==> src/core/tsense_pkg.sv <==
// Package for the temperature sensor threshold control block.
// Holds register offsets, field positions, reset values and field layouts.
// Assumes a single register clock domain shared by all users of these names.
package tsense_pkg;

   // Register byte addresses
   localparam logic [15:0] SENSOR_CONTROL_OFFSET = 16'h11D4;
   localparam logic [15:0] SENSOR_STATUS_OFFSET  = 16'h11D8;
   localparam logic [15:0] SENSOR_ALARM_OFFSET   = 16'h11DC;

   // Field positions shared by the three registers
   localparam int TEMP_LO_BIT     = 0;
   localparam int MIN_LO_BIT      = 8;
   localparam int MAX_LO_BIT      = 16;
   localparam int FLAG_LO_BIT     = 24;
   localparam int RESERVED_BIT    = 30;
   localparam int UPDATED_BIT     = 31;
   localparam int THRESHOLD_COUNT = 3;
   localparam int FLAG_COUNT      = 6;

   // Values after reset
   localparam logic [7:0] THRESHOLD_RESET = 8'h00;
   localparam logic [5:0] ENABLE_RESET    = 6'h00;
   localparam logic       POWER_OFF_RESET = 1'h1;
   localparam logic [7:0] TEMP_RESET      = 8'h00;
   localparam logic [7:0] MINIMUM_RESET   = 8'hFF;
   localparam logic [7:0] MAXIMUM_RESET   = 8'h00;
   localparam logic [5:0] FLAG_RESET      = 6'h00;
   localparam logic       UPDATED_RESET   = 1'h0;

   // Synchroniser depth for the sensor inputs
   localparam int SYNC_STAGES = 2;

   // Control register layout, bit 31 down to bit 0
   typedef struct packed {
      logic       sensor_power_off;
      logic       reserved;
      logic [5:0] irq_enable;
      logic [7:0] high_threshold;
      logic [7:0] middle_threshold;
      logic [7:0] low_threshold;
   } control_t;

   // Alarm register layout, bit 31 down to bit 0
   typedef struct packed {
      logic       updated;
      logic       reserved;
      logic [5:0] flags;
      logic [7:0] recorded_maximum;
      logic [7:0] recorded_minimum;
      logic [7:0] low_byte;
   } alarm_t;

endpackage

==> src/core/temp_sensor_threshold_ctrl.sv <==
// Temperature sensor control, status and alarm registers with threshold alarms.
// Assumes the analog sensor outside presents a sample value that is steady before it
// flips its sample toggle, and a register master that never needs wait states.
//
// Our own choice: strobed register access.
`timescale 1ns/1ps

// Notes on behaviour
// RQ1: Low threshold, control bits 7:0, resets zero
// RQ2: Middle threshold, control bits 15:8, resets zero
// RQ3: High threshold, control bits 23:16, resets zero
// RQ4: Six interrupt enables in control bits 24-29
// RQ5: Enabled set flag raises both thermal status bits
// RQ6: Bit 31 powers sensor off; temperature reads zero
// RQ7: Status bits 7:0 show current temperature
// RQ8: Status shows recorded minimum and maximum
// RQ9: Status bits 24-29 mirror six alarm flags
// RQ10: Status bit 31 mirrors the updated flag
// RQ11: Flags set when sample below or above threshold
// RQ12: Reading alarm clears flags; writes load them
// RQ13: New sample sets updated, refreshes temperature, records
// RQ14: Minimum and maximum tracked since last write
// RQ15: Reserved bit 30 reads zero, ignores writes
module temp_sensor_threshold_ctrl #(
   parameter int ADDR_W = 16,
   parameter int TEMP_W = 8
) (
   // Clock and reset
   input  wire logic              CLOCK_IN,
   input  wire logic              ARST_N_IN,
   // Register port
   input  wire logic [ADDR_W-1:0] ADDR_IN,
   input  wire logic [31:0]       WDATA_IN,
   input  wire logic              WRITE_IN,
   input  wire logic              READ_IN,
   output logic      [31:0]       RDATA_OUT,
   // Analog sensor side
   input  wire logic              SENSOR_SAMPLE_TOGGLE_IN,
   input  wire logic [TEMP_W-1:0] SENSOR_VALUE_IN,
   output logic                   SENSOR_POWER_OFF_OUT,
   // Thermal status bits towards the upstream functions
   output logic                   BRIDGE_IRQ_STATUS_OUT,
   output logic                   NONTRANSPARENT_IRQ_STATUS_OUT
);

   // Register state
   tsense_pkg::control_t sensor_control_reg;
   logic [5:0]           flags;
   logic                 updated;
   logic [TEMP_W-1:0]    recorded_minimum;
   logic [TEMP_W-1:0]    recorded_maximum;
   logic [TEMP_W-1:0]    current_temp;

   // Synchronisers and sample detection
   logic [tsense_pkg::SYNC_STAGES-1:0] toggle_sync;
   logic                               toggle_seen;
   logic [TEMP_W-1:0]                  value_meta;
   logic [TEMP_W-1:0]                  value_sync;
   logic                               sample_event;
   logic                               new_sample;

   // Decoded accesses and derived values
   logic                 wr_control;
   logic                 wr_alarm;
   logic                 rd_alarm;
   logic [5:0]           hits;
   logic [5:0]           next_flags;
   logic                 next_updated;
   logic [TEMP_W-1:0]    shown_temp;
   logic [TEMP_W-1:0]    thresholds [tsense_pkg::THRESHOLD_COUNT];
   tsense_pkg::alarm_t   alarm_view;
   tsense_pkg::alarm_t   alarm_write;
   tsense_pkg::control_t control_write;
   logic [31:0]          next_rdata;
   logic                 alarm_active;

   // Address decode for the control and alarm registers
   assign wr_control    = WRITE_IN && (ADDR_IN == ADDR_W'(tsense_pkg::SENSOR_CONTROL_OFFSET));
   assign wr_alarm      = WRITE_IN && (ADDR_IN == ADDR_W'(tsense_pkg::SENSOR_ALARM_OFFSET));
   assign rd_alarm      = READ_IN && (ADDR_IN == ADDR_W'(tsense_pkg::SENSOR_ALARM_OFFSET));
   assign alarm_write   = tsense_pkg::alarm_t'(WDATA_IN);
   assign control_write = tsense_pkg::control_t'(WDATA_IN);

   // Sample toggle passes two flip-flops before the edge detector
   always_ff @(posedge CLOCK_IN or negedge ARST_N_IN) begin
      if (!ARST_N_IN) begin
         toggle_sync <= '0;
         toggle_seen <= 1'b0;
      end else begin
         toggle_sync <= {toggle_sync[tsense_pkg::SYNC_STAGES-2:0], SENSOR_SAMPLE_TOGGLE_IN};
         toggle_seen <= toggle_sync[tsense_pkg::SYNC_STAGES-1];
      end
   end

   // Sample value passes two flip-flops as well
   always_ff @(posedge CLOCK_IN or negedge ARST_N_IN) begin
      if (!ARST_N_IN) begin
         value_meta <= '0;
         value_sync <= '0;
      end else begin
         value_meta <= SENSOR_VALUE_IN;
         value_sync <= value_meta;
      end
   end

   // Either edge of the synchronised toggle marks one new sample
   assign sample_event = toggle_sync[tsense_pkg::SYNC_STAGES-1] ^ toggle_seen;
   // A powered-off sensor delivers no samples
   assign new_sample   = sample_event && !sensor_control_reg.sensor_power_off;

   // RQ1 RQ2 RQ3: thresholds in the order low, middle, high
   assign thresholds[0] = sensor_control_reg.low_threshold;
   assign thresholds[1] = sensor_control_reg.middle_threshold;
   assign thresholds[2] = sensor_control_reg.high_threshold;

   // RQ11: below and above compares per threshold
   generate
      for (genvar t = 0; t < tsense_pkg::THRESHOLD_COUNT; t++) begin : g_compare
         assign hits[2*t]   = new_sample && (value_sync < thresholds[t]);
         assign hits[2*t+1] = new_sample && (value_sync > thresholds[t]);
      end
   endgenerate

   // Control register, reserved bit forced to zero
   always_ff @(posedge CLOCK_IN or negedge ARST_N_IN) begin
      if (!ARST_N_IN) begin
         sensor_control_reg.low_threshold    <= tsense_pkg::THRESHOLD_RESET;
         sensor_control_reg.middle_threshold <= tsense_pkg::THRESHOLD_RESET;
         sensor_control_reg.high_threshold   <= tsense_pkg::THRESHOLD_RESET;
         sensor_control_reg.irq_enable       <= tsense_pkg::ENABLE_RESET;
         sensor_control_reg.reserved         <= 1'b0;
         sensor_control_reg.sensor_power_off <= tsense_pkg::POWER_OFF_RESET;
      end else if (wr_control) begin
         // RQ1 RQ2 RQ3: software loads thresholds
         sensor_control_reg.low_threshold    <= control_write.low_threshold;
         sensor_control_reg.middle_threshold <= control_write.middle_threshold;
         sensor_control_reg.high_threshold   <= control_write.high_threshold;
         // RQ4: software loads the enables
         sensor_control_reg.irq_enable       <= control_write.irq_enable;
         // RQ15: reserved bit ignores writes
         sensor_control_reg.reserved         <= 1'b0;
         // RQ6: software sets power down
         sensor_control_reg.sensor_power_off <= control_write.sensor_power_off;
      end
   end

   // Next alarm flags: read clears, write loads, a hit always wins
   always_comb begin
      next_flags   = flags;
      next_updated = updated;
      // RQ12: read clears the flags
      if (rd_alarm) begin
         next_flags = tsense_pkg::FLAG_RESET;
      end
      // RQ12: write loads any value
      if (wr_alarm) begin
         next_flags = alarm_write.flags;
         if (alarm_write.updated) begin
            next_updated = 1'b0;
         end
      end
      // RQ11: hits set their flags
      next_flags = next_flags | hits;
      // RQ13: a sample sets updated
      if (new_sample) begin
         next_updated = 1'b1;
      end
   end

   // Alarm flags, sticky until read or written
   always_ff @(posedge CLOCK_IN or negedge ARST_N_IN) begin
      if (!ARST_N_IN) begin
         flags <= tsense_pkg::FLAG_RESET;
      end else begin
         flags <= next_flags;
      end
   end

   // Updated flag, cleared only by a write of one
   always_ff @(posedge CLOCK_IN or negedge ARST_N_IN) begin
      if (!ARST_N_IN) begin
         updated <= tsense_pkg::UPDATED_RESET;
      end else begin
         updated <= next_updated;
      end
   end

   // Current temperature taken from each new sample
   always_ff @(posedge CLOCK_IN or negedge ARST_N_IN) begin
      if (!ARST_N_IN) begin
         current_temp <= TEMP_W'(tsense_pkg::TEMP_RESET);
      end else if (new_sample) begin
         // RQ13: sample refreshes temperature
         current_temp <= value_sync;
      end
   end

   // Recorded minimum, a software write wins over a sample
   always_ff @(posedge CLOCK_IN or negedge ARST_N_IN) begin
      if (!ARST_N_IN) begin
         recorded_minimum <= TEMP_W'(tsense_pkg::MINIMUM_RESET);
      end else if (wr_alarm) begin
         // RQ14: write restarts the minimum
         recorded_minimum <= alarm_write.recorded_minimum;
      end else if (new_sample && (value_sync < recorded_minimum)) begin
         // RQ14: lower sample is kept
         recorded_minimum <= value_sync;
      end
   end

   // Recorded maximum, a software write wins over a sample
   always_ff @(posedge CLOCK_IN or negedge ARST_N_IN) begin
      if (!ARST_N_IN) begin
         recorded_maximum <= TEMP_W'(tsense_pkg::MAXIMUM_RESET);
      end else if (wr_alarm) begin
         // RQ14: write restarts the maximum
         recorded_maximum <= alarm_write.recorded_maximum;
      end else if (new_sample && (value_sync > recorded_maximum)) begin
         // RQ14: higher sample is kept
         recorded_maximum <= value_sync;
      end
   end

   // RQ6: temperature reads zero while off
   assign shown_temp = sensor_control_reg.sensor_power_off ? '0 : current_temp;

   // Alarm register as software sees it
   always_comb begin
      alarm_view                  = '0;
      alarm_view.recorded_minimum = recorded_minimum;
      alarm_view.recorded_maximum = recorded_maximum;
      alarm_view.flags            = flags;
      alarm_view.updated          = updated;
   end

   // Read multiplexer, unmapped addresses read zero
   always_comb begin
      next_rdata = '0;
      if (READ_IN) begin
         unique case (ADDR_IN)
            ADDR_W'(tsense_pkg::SENSOR_CONTROL_OFFSET): begin
               // RQ15: reserved bit reads zero
               next_rdata                          = sensor_control_reg;
               next_rdata[tsense_pkg::RESERVED_BIT] = 1'b0;
            end
            ADDR_W'(tsense_pkg::SENSOR_STATUS_OFFSET): begin
               // RQ7: current temperature field
               next_rdata[tsense_pkg::TEMP_LO_BIT +: TEMP_W] = shown_temp;
               // RQ8: recorded minimum and maximum
               next_rdata[tsense_pkg::MIN_LO_BIT +: TEMP_W]  = recorded_minimum;
               next_rdata[tsense_pkg::MAX_LO_BIT +: TEMP_W]  = recorded_maximum;
               // RQ9: mirrored alarm flags
               next_rdata[tsense_pkg::FLAG_LO_BIT +: tsense_pkg::FLAG_COUNT] = flags;
               // RQ10: mirrored updated flag
               next_rdata[tsense_pkg::UPDATED_BIT] = updated;
            end
            ADDR_W'(tsense_pkg::SENSOR_ALARM_OFFSET): begin
               next_rdata = alarm_view;
            end
            default: begin
               next_rdata = '0;
            end
         endcase
      end
   end

   // Read data stand one cycle after the strobe, zero otherwise
   always_ff @(posedge CLOCK_IN or negedge ARST_N_IN) begin
      if (!ARST_N_IN) begin
         RDATA_OUT <= '0;
      end else begin
         RDATA_OUT <= next_rdata;
      end
   end

   // Power-down level towards the analog sensor
   always_ff @(posedge CLOCK_IN or negedge ARST_N_IN) begin
      if (!ARST_N_IN) begin
         SENSOR_POWER_OFF_OUT <= tsense_pkg::POWER_OFF_RESET;
      end else begin
         // RQ6: drive sensor power down
         SENSOR_POWER_OFF_OUT <= sensor_control_reg.sensor_power_off;
      end
   end

   // RQ5: enable and flag both set
   assign alarm_active = |(sensor_control_reg.irq_enable & flags);

   // Thermal status bit towards the bridge functions
   always_ff @(posedge CLOCK_IN or negedge ARST_N_IN) begin
      if (!ARST_N_IN) begin
         BRIDGE_IRQ_STATUS_OUT <= 1'b0;
      end else begin
         // RQ5: bridge status follows alarm
         BRIDGE_IRQ_STATUS_OUT <= alarm_active;
      end
   end

   // Thermal status bit towards the non-transparent functions
   always_ff @(posedge CLOCK_IN or negedge ARST_N_IN) begin
      if (!ARST_N_IN) begin
         NONTRANSPARENT_IRQ_STATUS_OUT <= 1'b0;
      end else begin
         // RQ5: non-transparent status follows alarm
         NONTRANSPARENT_IRQ_STATUS_OUT <= alarm_active;
      end
   end

endmodule

==> config.mk <==
export PLATFORM = sky130hd
export DESIGN_NAME = temp_sensor_threshold_ctrl
export DESIGN_NICKNAME = d
export VERILOG_FILES = /design/src/core/tsense_pkg.sv /design/src/core/temp_sensor_threshold_ctrl.sv
export SDC_FILE = /design/constraint.sdc
export NUM_CORES = 1
export LEC_CHECK = 0
export BUFFER_PORTS_ARGS = -buffer_cell sky130_fd_sc_hd__clkbuf_2
export CAP_MARGIN = 20
export CORE_MARGIN = 1
export CORE_UTILIZATION = 51
export DETAILED_ROUTE_END_ITERATION = 8
export HOLD_SLACK_MARGIN = 0.05
export MAX_ROUTING_LAYER = met4
export PLACE_DENSITY = 0.77
export SYNTH_ARGS = -nofsm -noshare
export SYNTH_HDL_FRONTEND = slang
export SYNTH_SLANG_ARGS = --single-unit
==> constraint.sdc <==
create_clock -name CLOCK_IN -period 1.9 [get_ports CLOCK_IN]
set_input_delay 0.285 -clock CLOCK_IN [delete_from_list [all_inputs] [get_ports CLOCK_IN]]
set_output_delay 0.285 -clock CLOCK_IN [all_outputs]
set_load 0.05 [all_outputs]
==> results of run 1 <==
[layer usage]
layer	vias up	GRT usage [%]
met2	239	44.12
met4	0	12.00
li1	2064	-
met1	2208	35.40
met3	48	6.560
met5	-	-
[what timing repair did]
item | in CTS | in global routing
hold buffers | 41 | 0
hold endpoints to repair | 163 | 0
gates cloned | 1 | 1
setup endpoints to repair | 20 | 19
setup buffers | 1 | 8
gates resized for setup | 24 | 19
pin swaps | 8 | 6
[how the worst min path moves through the flow]
stage	from	depth (start not counted)	to	slack [ps]
floorplan	ARST_N_IN	0	NONTRANSPARENT_IRQ_STATUS_OUT	-10
global placement	ARST_N_IN	1	RDATA_OUT[22]	180
detailed placement	ARST_N_IN	1	RDATA_OUT[22]	190
CTS	ARST_N_IN	2	RDATA_OUT[26]	180
global route	ARST_N_IN	2	RDATA_OUT[20]	190
finish	ARST_N_IN	2	RDATA_OUT[28]	180
[worst register-to-register path, cell delays in order (launching register included)]
cell and delay, ps:
dfrtp_1 390, inv_1 80, ha_1 300, o21a_1 180
a21oi_4 90, buf_4 160, a21oi_4 260, nand4_1 170
a31oi_1 230
[final cells by class]
| cell class | instances | area, um^2 | share of cell area, % |
|---|---|---|---|
| sequential | 114 | 2870 | 37.39 |
| multi-input combinational | 304 | 2605 | 33.94 |
| clock buffer | 25 | 494.2 | 6.438 |
| tap | 136 | 170.2 | 2.217 |
| clock inverter | 7 | 97.59 | 1.271 |
| inverter | 38 | 142.6 | 1.858 |
| timing repair buffer | 182 | 1296 | 16.89 |
[report_power, final]
part | internal (uW) | switching, uW | total, uW
sequential | 2710 | 194 | 2910
clock | 2040 | 1090 | 3120
combinational | 931 | 974 | 1910
[logic make-up after synthesis]
family	Yosys count
other	1
AND/OR/NAND/NOR	116
multiplexers	39
AO/OA/AOI/OAI	106
buffers and inverters	59
adder cells (fa/ha/maj)	39
flip-flops	114
XOR/XNOR	1
[layout by cell type (no fill, tap or decap), drive strengths merged, types with 2 or more instances in the layout]
cell type,n
bufinv,2
a21o,10
ha,39
a22oi,38
a211oi,4
mux2,31
nor2b,37
dfstp,10
clkbuf,117
nor2,15
nand4,16
o21ai,24
a31o,2
inv,38
mux2i,8
and4,2
o211ai,4
nand3,4
dfrtp,104
nand2,35
a31oi,8
a21oi,10
dlygate4sd3,41
clkinvlp,5
nor4b,2
buf,49
a22o,2
[through the flow]
| step | cells | setup slack, ps | util (%) |
|---|---|---|---|
| after floorplan | 475 | 57.37 | - |
| after global placement | 722 | -58.71 | 61.32 |
| after detailed placement | 722 | -130.0 | 61.32 |
| after CTS | 797 | 3.820 | 71.95 |
| after global routing | 806 | -78.39 | 73.69 |
| final | 806 | -47.26 | 73.69 |
==> flow_summary.json, run 1 <==
{
  "netlist_area_um2": 5518,
  "final_cell_area_um2": 7676,
  "required_ps": 2340,
  "status": "finished with violations",
  "ys_top_cells_by_count": "104 x dfrtp_1, 39 x ha_1, 38 x a22oi_1, 38 x inv_1, 37 x nor2b_1",
  "cts_made_buffers": 17,
  "top_layer_used": "met4",
  "placed_cell_area_um2": 6387,
  "cts-root-buf": "clkbuf_8",
  "synth_fa_ha_area_share_pct": 8.844,
  "yosys.area_share.xor_xnor_pct": 0.1587,
  "fin_hold_ws_ps": 184.2,
  "cpPeakStageDelay_ps": 390,
  "tightestPinTransition_ps": 551.1,
  "yosys_warnings": 0,
  "path_delay_family": "compound AO/OA/AOI/OAI gates",
  "setup_viol": 6,
  "syn_nets": 575,
  "first_pass_iters": 5,
  "antennaDiodeCount": 0,
  "grtUsageTotal_pct": 28.22,
  "final_max_slew_viol_count": 0,
  "r2r-end": "recorded_maximum[7]",
  "worst_r2r_path_depth": 8,
  "cp_max_fo": 7,
  "yosys.area.top_type": "dfrtp_1",
  "finalCriticalPeriod_ps": 1947,
  "clkTransAtPathRegs_ps": 60,
  "crit_end": "recorded_maximum[7]",
  "syn_to_final_growth_pct": 39.12,
  "ios": 96,
  "cts_tree": "done",
  "die_h_um": 106.0,
  "hpwl_um": 9379,
  "fin_nets": 757,
  "detail-route-antenna-nets": 0,
  "wl_met1_um": 6232,
  "r2r_start": "recorded_maximum[7]",
  "critPathBufInv": 2,
  "critPathSlowestCell": "dfrtp_1",
  "synth.most_common_cell": "dfrtp_1",
  "synth_seq_area_share_pct": 51.93,
  "design.die.area_um2": 11240,
  "grt_max_degree": 56,
  "ys_async_sr_fraction_pct": 100.0,
  "initialDrtViolationCount": 329,
  "cp-end-kind": "flop",
  "power_uw": 7936,
  "met2_length_um": 6985,
  "place.port_buffers": 93,
  "worst_slack_ps": -47.26,
  "path_cells": "inv_1 -> ha_1 -> o21a_1 -> a21oi_4 -> buf_4 -> a21oi_4 -> nand4_1 -> a31oi_1",
  "clk_path_buf_depth": 2,
  "die_w_um": 106.0,
  "synthCells": 475,
  "wl_met3_um": 992,
  "maxSlewHeadroom_pct": 63.23,
  "avgSynthCellArea_um2": 11.62,
  "gr-total-overflow": 0,
  "wirelength_um": 14680,
  "cts_max_level": 4,
  "avgViaCountPerCell": 5.656,
  "hold_viol_final": 0,
  "synth_top_area_share_pct": 47.17,
  "synthSimpleGateAreaFrac_pct": 11.47,
  "r2r_setup_slack_ps": -50,
  "avgRoutedWirePerCell_um": 18.21,
  "hold_class": "primary input to async pin",
  "drv_cap": 0,
  "grt_pass1_vias": 4667,
  "worstSetupPathType": "flop to flop",
  "path_depth": 8,
  "power.density_nw_per_um2": 1034,
  "coreArea_um2": 10420,
  "synth-edff-count": 0,
  "synth.distinct_cells": 42,
  "drive_above_1_share_pct": 36.57,
  "drc": 0,
  "rsz0062_at_grt": "true",
  "startpoint": "recorded_maximum[7]",
  "grt_pass1_wl_um": 23070,
  "violations": "setup timing",
  "clock_sinks": 114,
  "place.gp.congestion": 0.8867,
  "synthFlopType": "dfrtp_1",
  "p_leak_uw": 0.003658,
  "initial_utilization_pct": 52.97,
  "clock_latency_ps": 530,
  "setup-tns-final_ps": -93.53,
  "synth_area_leaders": "dfrtp_1 47%, ha_1 8.8%, mux2_4 8.2%",
  "vias": 4559,
  "synth_top_family_by_area": "compound AO/OA/AOI/OAI gates",
  "crit_arrival_ps": 2390,
  "fin_crit_sh_pct": 102.5,
  "fin_worst_skew_ps": 6.604,
  "start_kind": "flop",
  "synth-compound-area-share_pct": 12.97,
  "num_rows": 37,
  "vdd_ir_drop_max_mv": 0.6572,
  "synth_seq_cells": 114,
  "nFillCells": 677,
  "fmax_ghz": 0.5135,
  "antenna_found_initial": 0,
  "cpMostUsedCell": "a21oi_4",
  "synthMuxAreaShare_pct": 9.819
}
(Power assumes the default switching activity.)
==> inputs of run 2 (changes only) <==
--- a/config.mk
+++ b/config.mk
@@ -8,11 +8,11 @@
 export BUFFER_PORTS_ARGS = -buffer_cell sky130_fd_sc_hd__clkbuf_2
 export CAP_MARGIN = 20
 export CORE_MARGIN = 1
-export CORE_UTILIZATION = 51
+export CORE_UTILIZATION = 56
 export DETAILED_ROUTE_END_ITERATION = 8
 export HOLD_SLACK_MARGIN = 0.05
 export MAX_ROUTING_LAYER = met4
-export PLACE_DENSITY = 0.77
+export PLACE_DENSITY = 0.8
 export SYNTH_ARGS = -nofsm -noshare
 export SYNTH_HDL_FRONTEND = slang
 export SYNTH_SLANG_ARGS = --single-unit
==> constraint.sdc (replaced) <==
create_clock -name CLOCK_IN -period 2.15 [get_ports CLOCK_IN]
set_input_delay 0.3225 -clock CLOCK_IN [delete_from_list [all_inputs] [get_ports CLOCK_IN]]
set_output_delay 0.3225 -clock CLOCK_IN [all_outputs]
set_load 0.05 [all_outputs]
==> flow_summary.json, run 2 (synthesis gave the netlist of run 1 again) <==
{
  "status": "completed",
  "maxSlewHeadroom_pct": 60.16,
  "setup-tns-final_ps": 0,
  "grtUsageTotal_pct": 29.93,
  "worstSetupPathType": "flop to flop",
  "final_cell_mix": "101 x dfrtp_1, 92 x clkbuf_2, 39 x ha_1, 38 x inv_1, 38 x a22oi_1",
  "antennaDiodeCount": 0,
  "vdd_ir_drop_max_mv": 0.7498,
  "fin_worst_skew_ps": 7.050,
  "ios": 96,
  "rsz0062_at_grt": "true",
  "power.switching_uw": 1784,
  "power.density_nw_per_um2": 911.5,
  "detail-route-antenna-nets": 0,
  "cts_made_buffers": 17,
  "cp_max_fo": 7,
  "grt_max_degree": 115,
  "seqPwrFrac_pct": 39.5,
  "grt_pass1_wl_um": 22140,
  "clkTransAtPathRegs_ps": 60,
  "drv_cap": 0,
  "die_h_um": 101.3,
  "drc": 0,
  "cts-root-buf": "clkbuf_8",
  "fmax_ghz": 0.4853,
  "place.gp.congestion": 0.8952,
  "num_rows": 35,
  "initialDrtViolationCount": 257,
  "placed_cell_area_um2": 6201,
  "nFillCells": 643,
  "die_w_um": 101.3,
  "power_frac_clock_pct": 43.8,
  "hold_viol_final": 0,
  "avgViaCountPerCell": 5.756,
  "hold_class": "primary input to flop",
  "wirelength_um": 13730,
  "fin_crit_sh_pct": 95.85,
  "p_comb_share_pct": 16.8,
  "start_kind": "flop",
  "avgRoutedWirePerCell_um": 18.20,
  "crit_arrival_ps": 2520,
  "first_pass_iters": 5,
  "final_max_slew_viol_count": 0,
  "gr-total-overflow": 0,
  "cp-end-kind": "flop",
  "final_cell_area_um2": 7086,
  "worst_slack_ps": 89.31,
  "place.port_buffers": 93,
  "cts_tree": "done",
  "initial_utilization_pct": 58.88,
  "post-place-ws_ps": 90.32,
  "clock_sinks": 114,
  "setup_viol": 0,
  "cts_max_level": 4,
  "design.die.area_um2": 10250,
  "drive_above_1_share_pct": 31.20,
  "grt_pass1_vias": 4523,
  "regArea_um2": 2869,
  "p_int_uw": 4675,
  "multi_input_area_um2": 2397,
  "hpwl_um": 8667,
  "fin_nets": 712,
  "vias": 4340,
  "clk_path_buf_depth": 2,
  "antenna_found_initial": 0,
  "coreArea_um2": 9371,
  "clock_latency_ps": 520,
  "p_leak_uw": 0.003415,
  "p_sw_share_pct": 27.62,
  "syn_to_final_growth_pct": 28.41,
  "required_ps": 2610,
  "layout_commonest_cell": "dfrtp_1",
  "finalCriticalPeriod_ps": 2061,
  "tightestPinTransition_ps": 597.0
}
## run 2: changes by cell type in the layout (fill, tap and decap cells not counted), sizes merged
cell and delta:
buf -30, clkbuf -5, clkinv +3, a21o -1, bufinv +1, a31o -1, inv +1, dlygate4sd3 -13
## run 2: final cells by class
type                    count  share of cell area [%]
clock inverters            12                   2.243
flip-flops and latches    114                   40.49
inverters                  38                   2.013
well taps                 129                   2.278
clock buffers              20                   6.145
multi-input cells         302                   33.83
repair buffers            139                   13.00
## run 2: path summary, 6_finish.rpt
kind / from / end / slack (ps) / cells past startpoint
setup / recovery: value_sync[1] / flags[1] / 90 / 7
hold / removal: WDATA_IN[20] / sensor_control_reg[20] / 50 / 2
setup reg to reg: value_sync[1] / flags[1] / 90 / 7
hold reg to reg: toggle_sync[0] / toggle_sync[1] / 350 / 0
max in group asynchronous: ARST_N_IN / value_sync[1] / 1250 / 3
min in group asynchronous: ARST_N_IN / RDATA_OUT[21] / 430 / 3
## run 2: per-layer routing
metal	vias to the layer above	wire length (um)	global-route usage (%)
met5	-	0	-
met4	0	401	13.82
met2	184	6966	50.44
met1	2147	5514	34.73
li1	1969	-	-
met3	40	843	5.659
## run 2: critical path: stages (launching register included)
cell      delay (ps)
dfrtp_2          490
buf_4            170
ha_1             260
nand3_1          150
o221a_2          300
o31ai_2          310
o311ai_1         210
nand2_1          100
## run 2: timing repair
action | in CTS | in global routing
setup buffers | 0 | 0
gates resized for setup | 0 | 6
setup endpoints to repair | 0 | 10
endpoints found under the hold margin | 131 | 1
hold buffers | 27 | 1
## run 2: power groups by stage
stage	clock [uW]	sequential, uW	combinational, uW
detailed placement	0	2580	1010
global route	2940	2570	1220
global placement	0	2560	945
floorplan	0	2530	682
finish	2830	2550	1080
CTS	2830	2540	1070
## run 2: metrics by stage
| stage | hold WS (ps) | utilization, % | power, uW | instances |
|---|---|---|---|---|
| final | 54.98 | 75.61 | 6458 | 754 |
| after global routing | 59.31 | 75.61 | 6733 | 754 |
| after CTS | 50.13 | 75.39 | 6441 | 753 |
| after detailed placement | 335.5 | 66.17 | 3584 | 694 |
| after global placement | 331.5 | 66.17 | 3510 | 694 |
| after floorplan | 26.91 | - | 3210 | 475 |
==> inputs of run 3 (changes only) <==
--- a/config.mk
+++ b/config.mk
@@ -5,14 +5,15 @@
 export SDC_FILE = /design/constraint.sdc
 export NUM_CORES = 1
 export LEC_CHECK = 0
+export ABC_AREA = 1
 export BUFFER_PORTS_ARGS = -buffer_cell sky130_fd_sc_hd__clkbuf_2
 export CAP_MARGIN = 20
 export CORE_MARGIN = 1
-export CORE_UTILIZATION = 56
+export CORE_UTILIZATION = 57
 export DETAILED_ROUTE_END_ITERATION = 8
 export HOLD_SLACK_MARGIN = 0.05
 export MAX_ROUTING_LAYER = met4
-export PLACE_DENSITY = 0.8
+export PLACE_DENSITY = 0.81
 export SYNTH_ARGS = -nofsm -noshare
 export SYNTH_HDL_FRONTEND = slang
 export SYNTH_SLANG_ARGS = --single-unit
==> flow_summary.json, run 3 <==
{
  "power_uw": 6200,
  "synth_top_family_by_area": "simple AND/OR/NAND/NOR gates",
  "design.die.area_um2": 10520,
  "cts_made_buffers": 17,
  "synth.distinct_cells": 27,
  "worstSetupPathType": "flop to flop",
  "fin_util_pct": 73.68,
  "synthMuxAreaShare_pct": 0,
  "crit_arrival_ps": 2360,
  "path_cells": "ha_1 -> a21oi_1 -> nor2_1 -> nor2_1 -> nand2_1 -> nand2_2 -> nand2_1 -> nand2_1 -> nand2_1",
  "synth-edff-count": 0,
  "p_leak_uw": 0.003738,
  "drv_cap": 0,
  "clk_path_buf_depth": 2,
  "synth-compound-area-share_pct": 5.187,
  "setup-tns-final_ps": 0,
  "detail-route-antenna-nets": 0,
  "hpwl_um": 10200,
  "cts_tree": "done",
  "synthFlopType": "dfrtp_1",
  "required_ps": 2570,
  "status": "completed",
  "synth_seq_area_share_pct": 49.70,
  "clkTransAtPathRegs_ps": 60,
  "yosys.area_share.xor_xnor_pct": 0,
  "yosys.area.top_type": "dfrtp_1",
  "coreArea_um2": 9774,
  "clock_latency_ps": 530,
  "finalCriticalPeriod_ps": 1948,
  "die_w_um": 102.6,
  "netlist_area_um2": 5766,
  "num_rows": 36,
  "initialDrtViolationCount": 397,
  "cts-root-buf": "clkbuf_8",
  "grt_max_degree": 54,
  "clock_sinks": 114,
  "vias": 5317,
  "postCtsSetupRepairBufs": 0,
  "cpMostUsedCell": "nand2_1",
  "avgViaCountPerCell": 5.493,
  "gr-total-overflow": 0,
  "synthSimpleGateAreaFrac_pct": 29.62,
  "yosys_warnings": 0,
  "cts_max_level": 4,
  "grt_pass1_wl_um": 24610,
  "avgRoutedWirePerCell_um": 15.64,
  "ys_top_cells_by_count": "261 x nand2_1, 104 x dfrtp_1, 72 x nand3_1",
  "fmax_ghz": 0.5133,
  "ios": 96,
  "power.density_nw_per_um2": 860.9,
  "wirelength_um": 15140,
  "cpPeakStageDelay_ps": 590,
  "rsz0062_at_grt": "false",
  "synth_fa_ha_area_share_pct": 8.464,
  "synth_area_leaders": "dfrtp_1 45%, nand2_1 17%, ha_1 8.5%",
  "synth_top_area_share_pct": 45.14,
  "drc": 0,
  "antennaDiodeCount": 0,
  "setup_viol": 0,
  "grt_pass1_vias": 5253,
  "maxSlewHeadroom_pct": 61.12,
  "start_kind": "flop",
  "hold_class": "primary input to flop",
  "cp_max_fo": 9,
  "first_pass_iters": 5,
  "antenna_found_initial": 0,
  "place.gp.congestion": 0.9164,
  "die_h_um": 102.6,
  "initial_utilization_pct": 58.99,
  "syn_to_final_growth_pct": 24.91,
  "fin_worst_skew_ps": 6.265,
  "final_max_slew_viol_count": 0,
  "tightestPinTransition_ps": 582.4,
  "final_cell_mix": "261 x nand2_1, 104 x dfrtp_1, 92 x clkbuf_2, 72 x nand3_1, 59 x inv_1",
  "synthCells": 698,
  "synth_seq_cells": 114,
  "cp-end-kind": "flop",
  "layout_commonest_cell": "nand2_1",
  "hold_viol_final": 0,
  "drive_above_1_share_pct": 19.64,
  "syn_nets": 798,
  "place.port_buffers": 93,
  "critPathSlowestCell": "dfrtp_1",
  "grtUsageTotal_pct": 32.35,
  "avgSynthCellArea_um2": 8.260,
  "synth.most_common_cell": "nand2_1",
  "ys_async_sr_fraction_pct": 100.0,
  "fin_nets": 922,
  "vdd_ir_drop_max_mv": 0.5268,
  "fin_crit_sh_pct": 90.62
}
==> run 3: logic make-up (layout without fill, tap and decap cells) <==
group                      Yosys count  count (layout)
AOI/OAI and AO/OA                   57              57
adders and majority gates           39              39
buffers and inverters               91             228
DFF                                114             114
other                                1               1
and+or+nand+nor                    396             396
==> run 3: layout make-up <==
type / count / area [um^2]
inverters: 63 / 236.5
well taps: 133 / 166.4
flip-flops and latches: 114 / 2865
repair buffers: 133 / 858.3
clock inverters: 13 / 135.1
multi-input cells: 493 / 2499
fillers: 690 / 2572
clock buffers: 19 / 441.7
==> run 3: per-layer routing <==
layer  vias up  GRT usage [%]  wire (um)
met5         -              -          0
met4         0          17.36        449
met3        51          6.508       1144
met2       275          51.08       7245
met1      2491          39.18       6300
li1       2500              -          -
==> run 3: worst paths after layout <==
path / cells past startpoint / end / startpoint / slack, ps
max: 9 / recorded_maximum[1] / value_sync[5] / 200
min: 3 / sensor_control_reg[20] / WDATA_IN[20] / 50
max reg2reg: 9 / recorded_maximum[1] / value_sync[5] / 200
min reg2reg: 0 / value_sync[7] / value_meta[7] / 350
max in group asynchronous: 3 / recorded_maximum[2] / ARST_N_IN / 1150
min in group asynchronous: 2 / RDATA_OUT[0] / ARST_N_IN / 280
==> run 3: metrics by stage <==
step / instance area (um^2) / std cells / hold slack [ps] / setup slack [ps]
floorplan: 5766 / 698 / 26.91 / 548.9
global placement: 6365 / 910 / 287.3 / 318.1
detailed placement: 6365 / 910 / 289.5 / 264.0
CTS: 7202 / 968 / 51.44 / 248.6
global route: 7202 / 968 / 64.93 / 28.63
finish: 7202 / 968 / 50.05 / 201.7
==> run 3: worst max-delay path: cells and delay by family (launching register included) <==
family,cells,cell delay [ps]
DFF,1,590
adders and majority gates,1,320
AOI/OAI and AO/OA,1,150
and+or+nand+nor,7,770
==> run 3: power breakdown <==
part	internal, uW	leakage [uW]	switching (uW)
sequential	2380	0.00145	158
combinational	378	0.00202	578
clock	1700	0.000272	1000
==> run 3: repair_timing <==
| item | in CTS | in global routing |
|---|---|---|
| hold endpoints to repair | 54 | 0 |
| setup endpoints to repair | 0 | 0 |
| gates resized for setup | 0 | 0 |
| hold buffers | 26 | 0 |
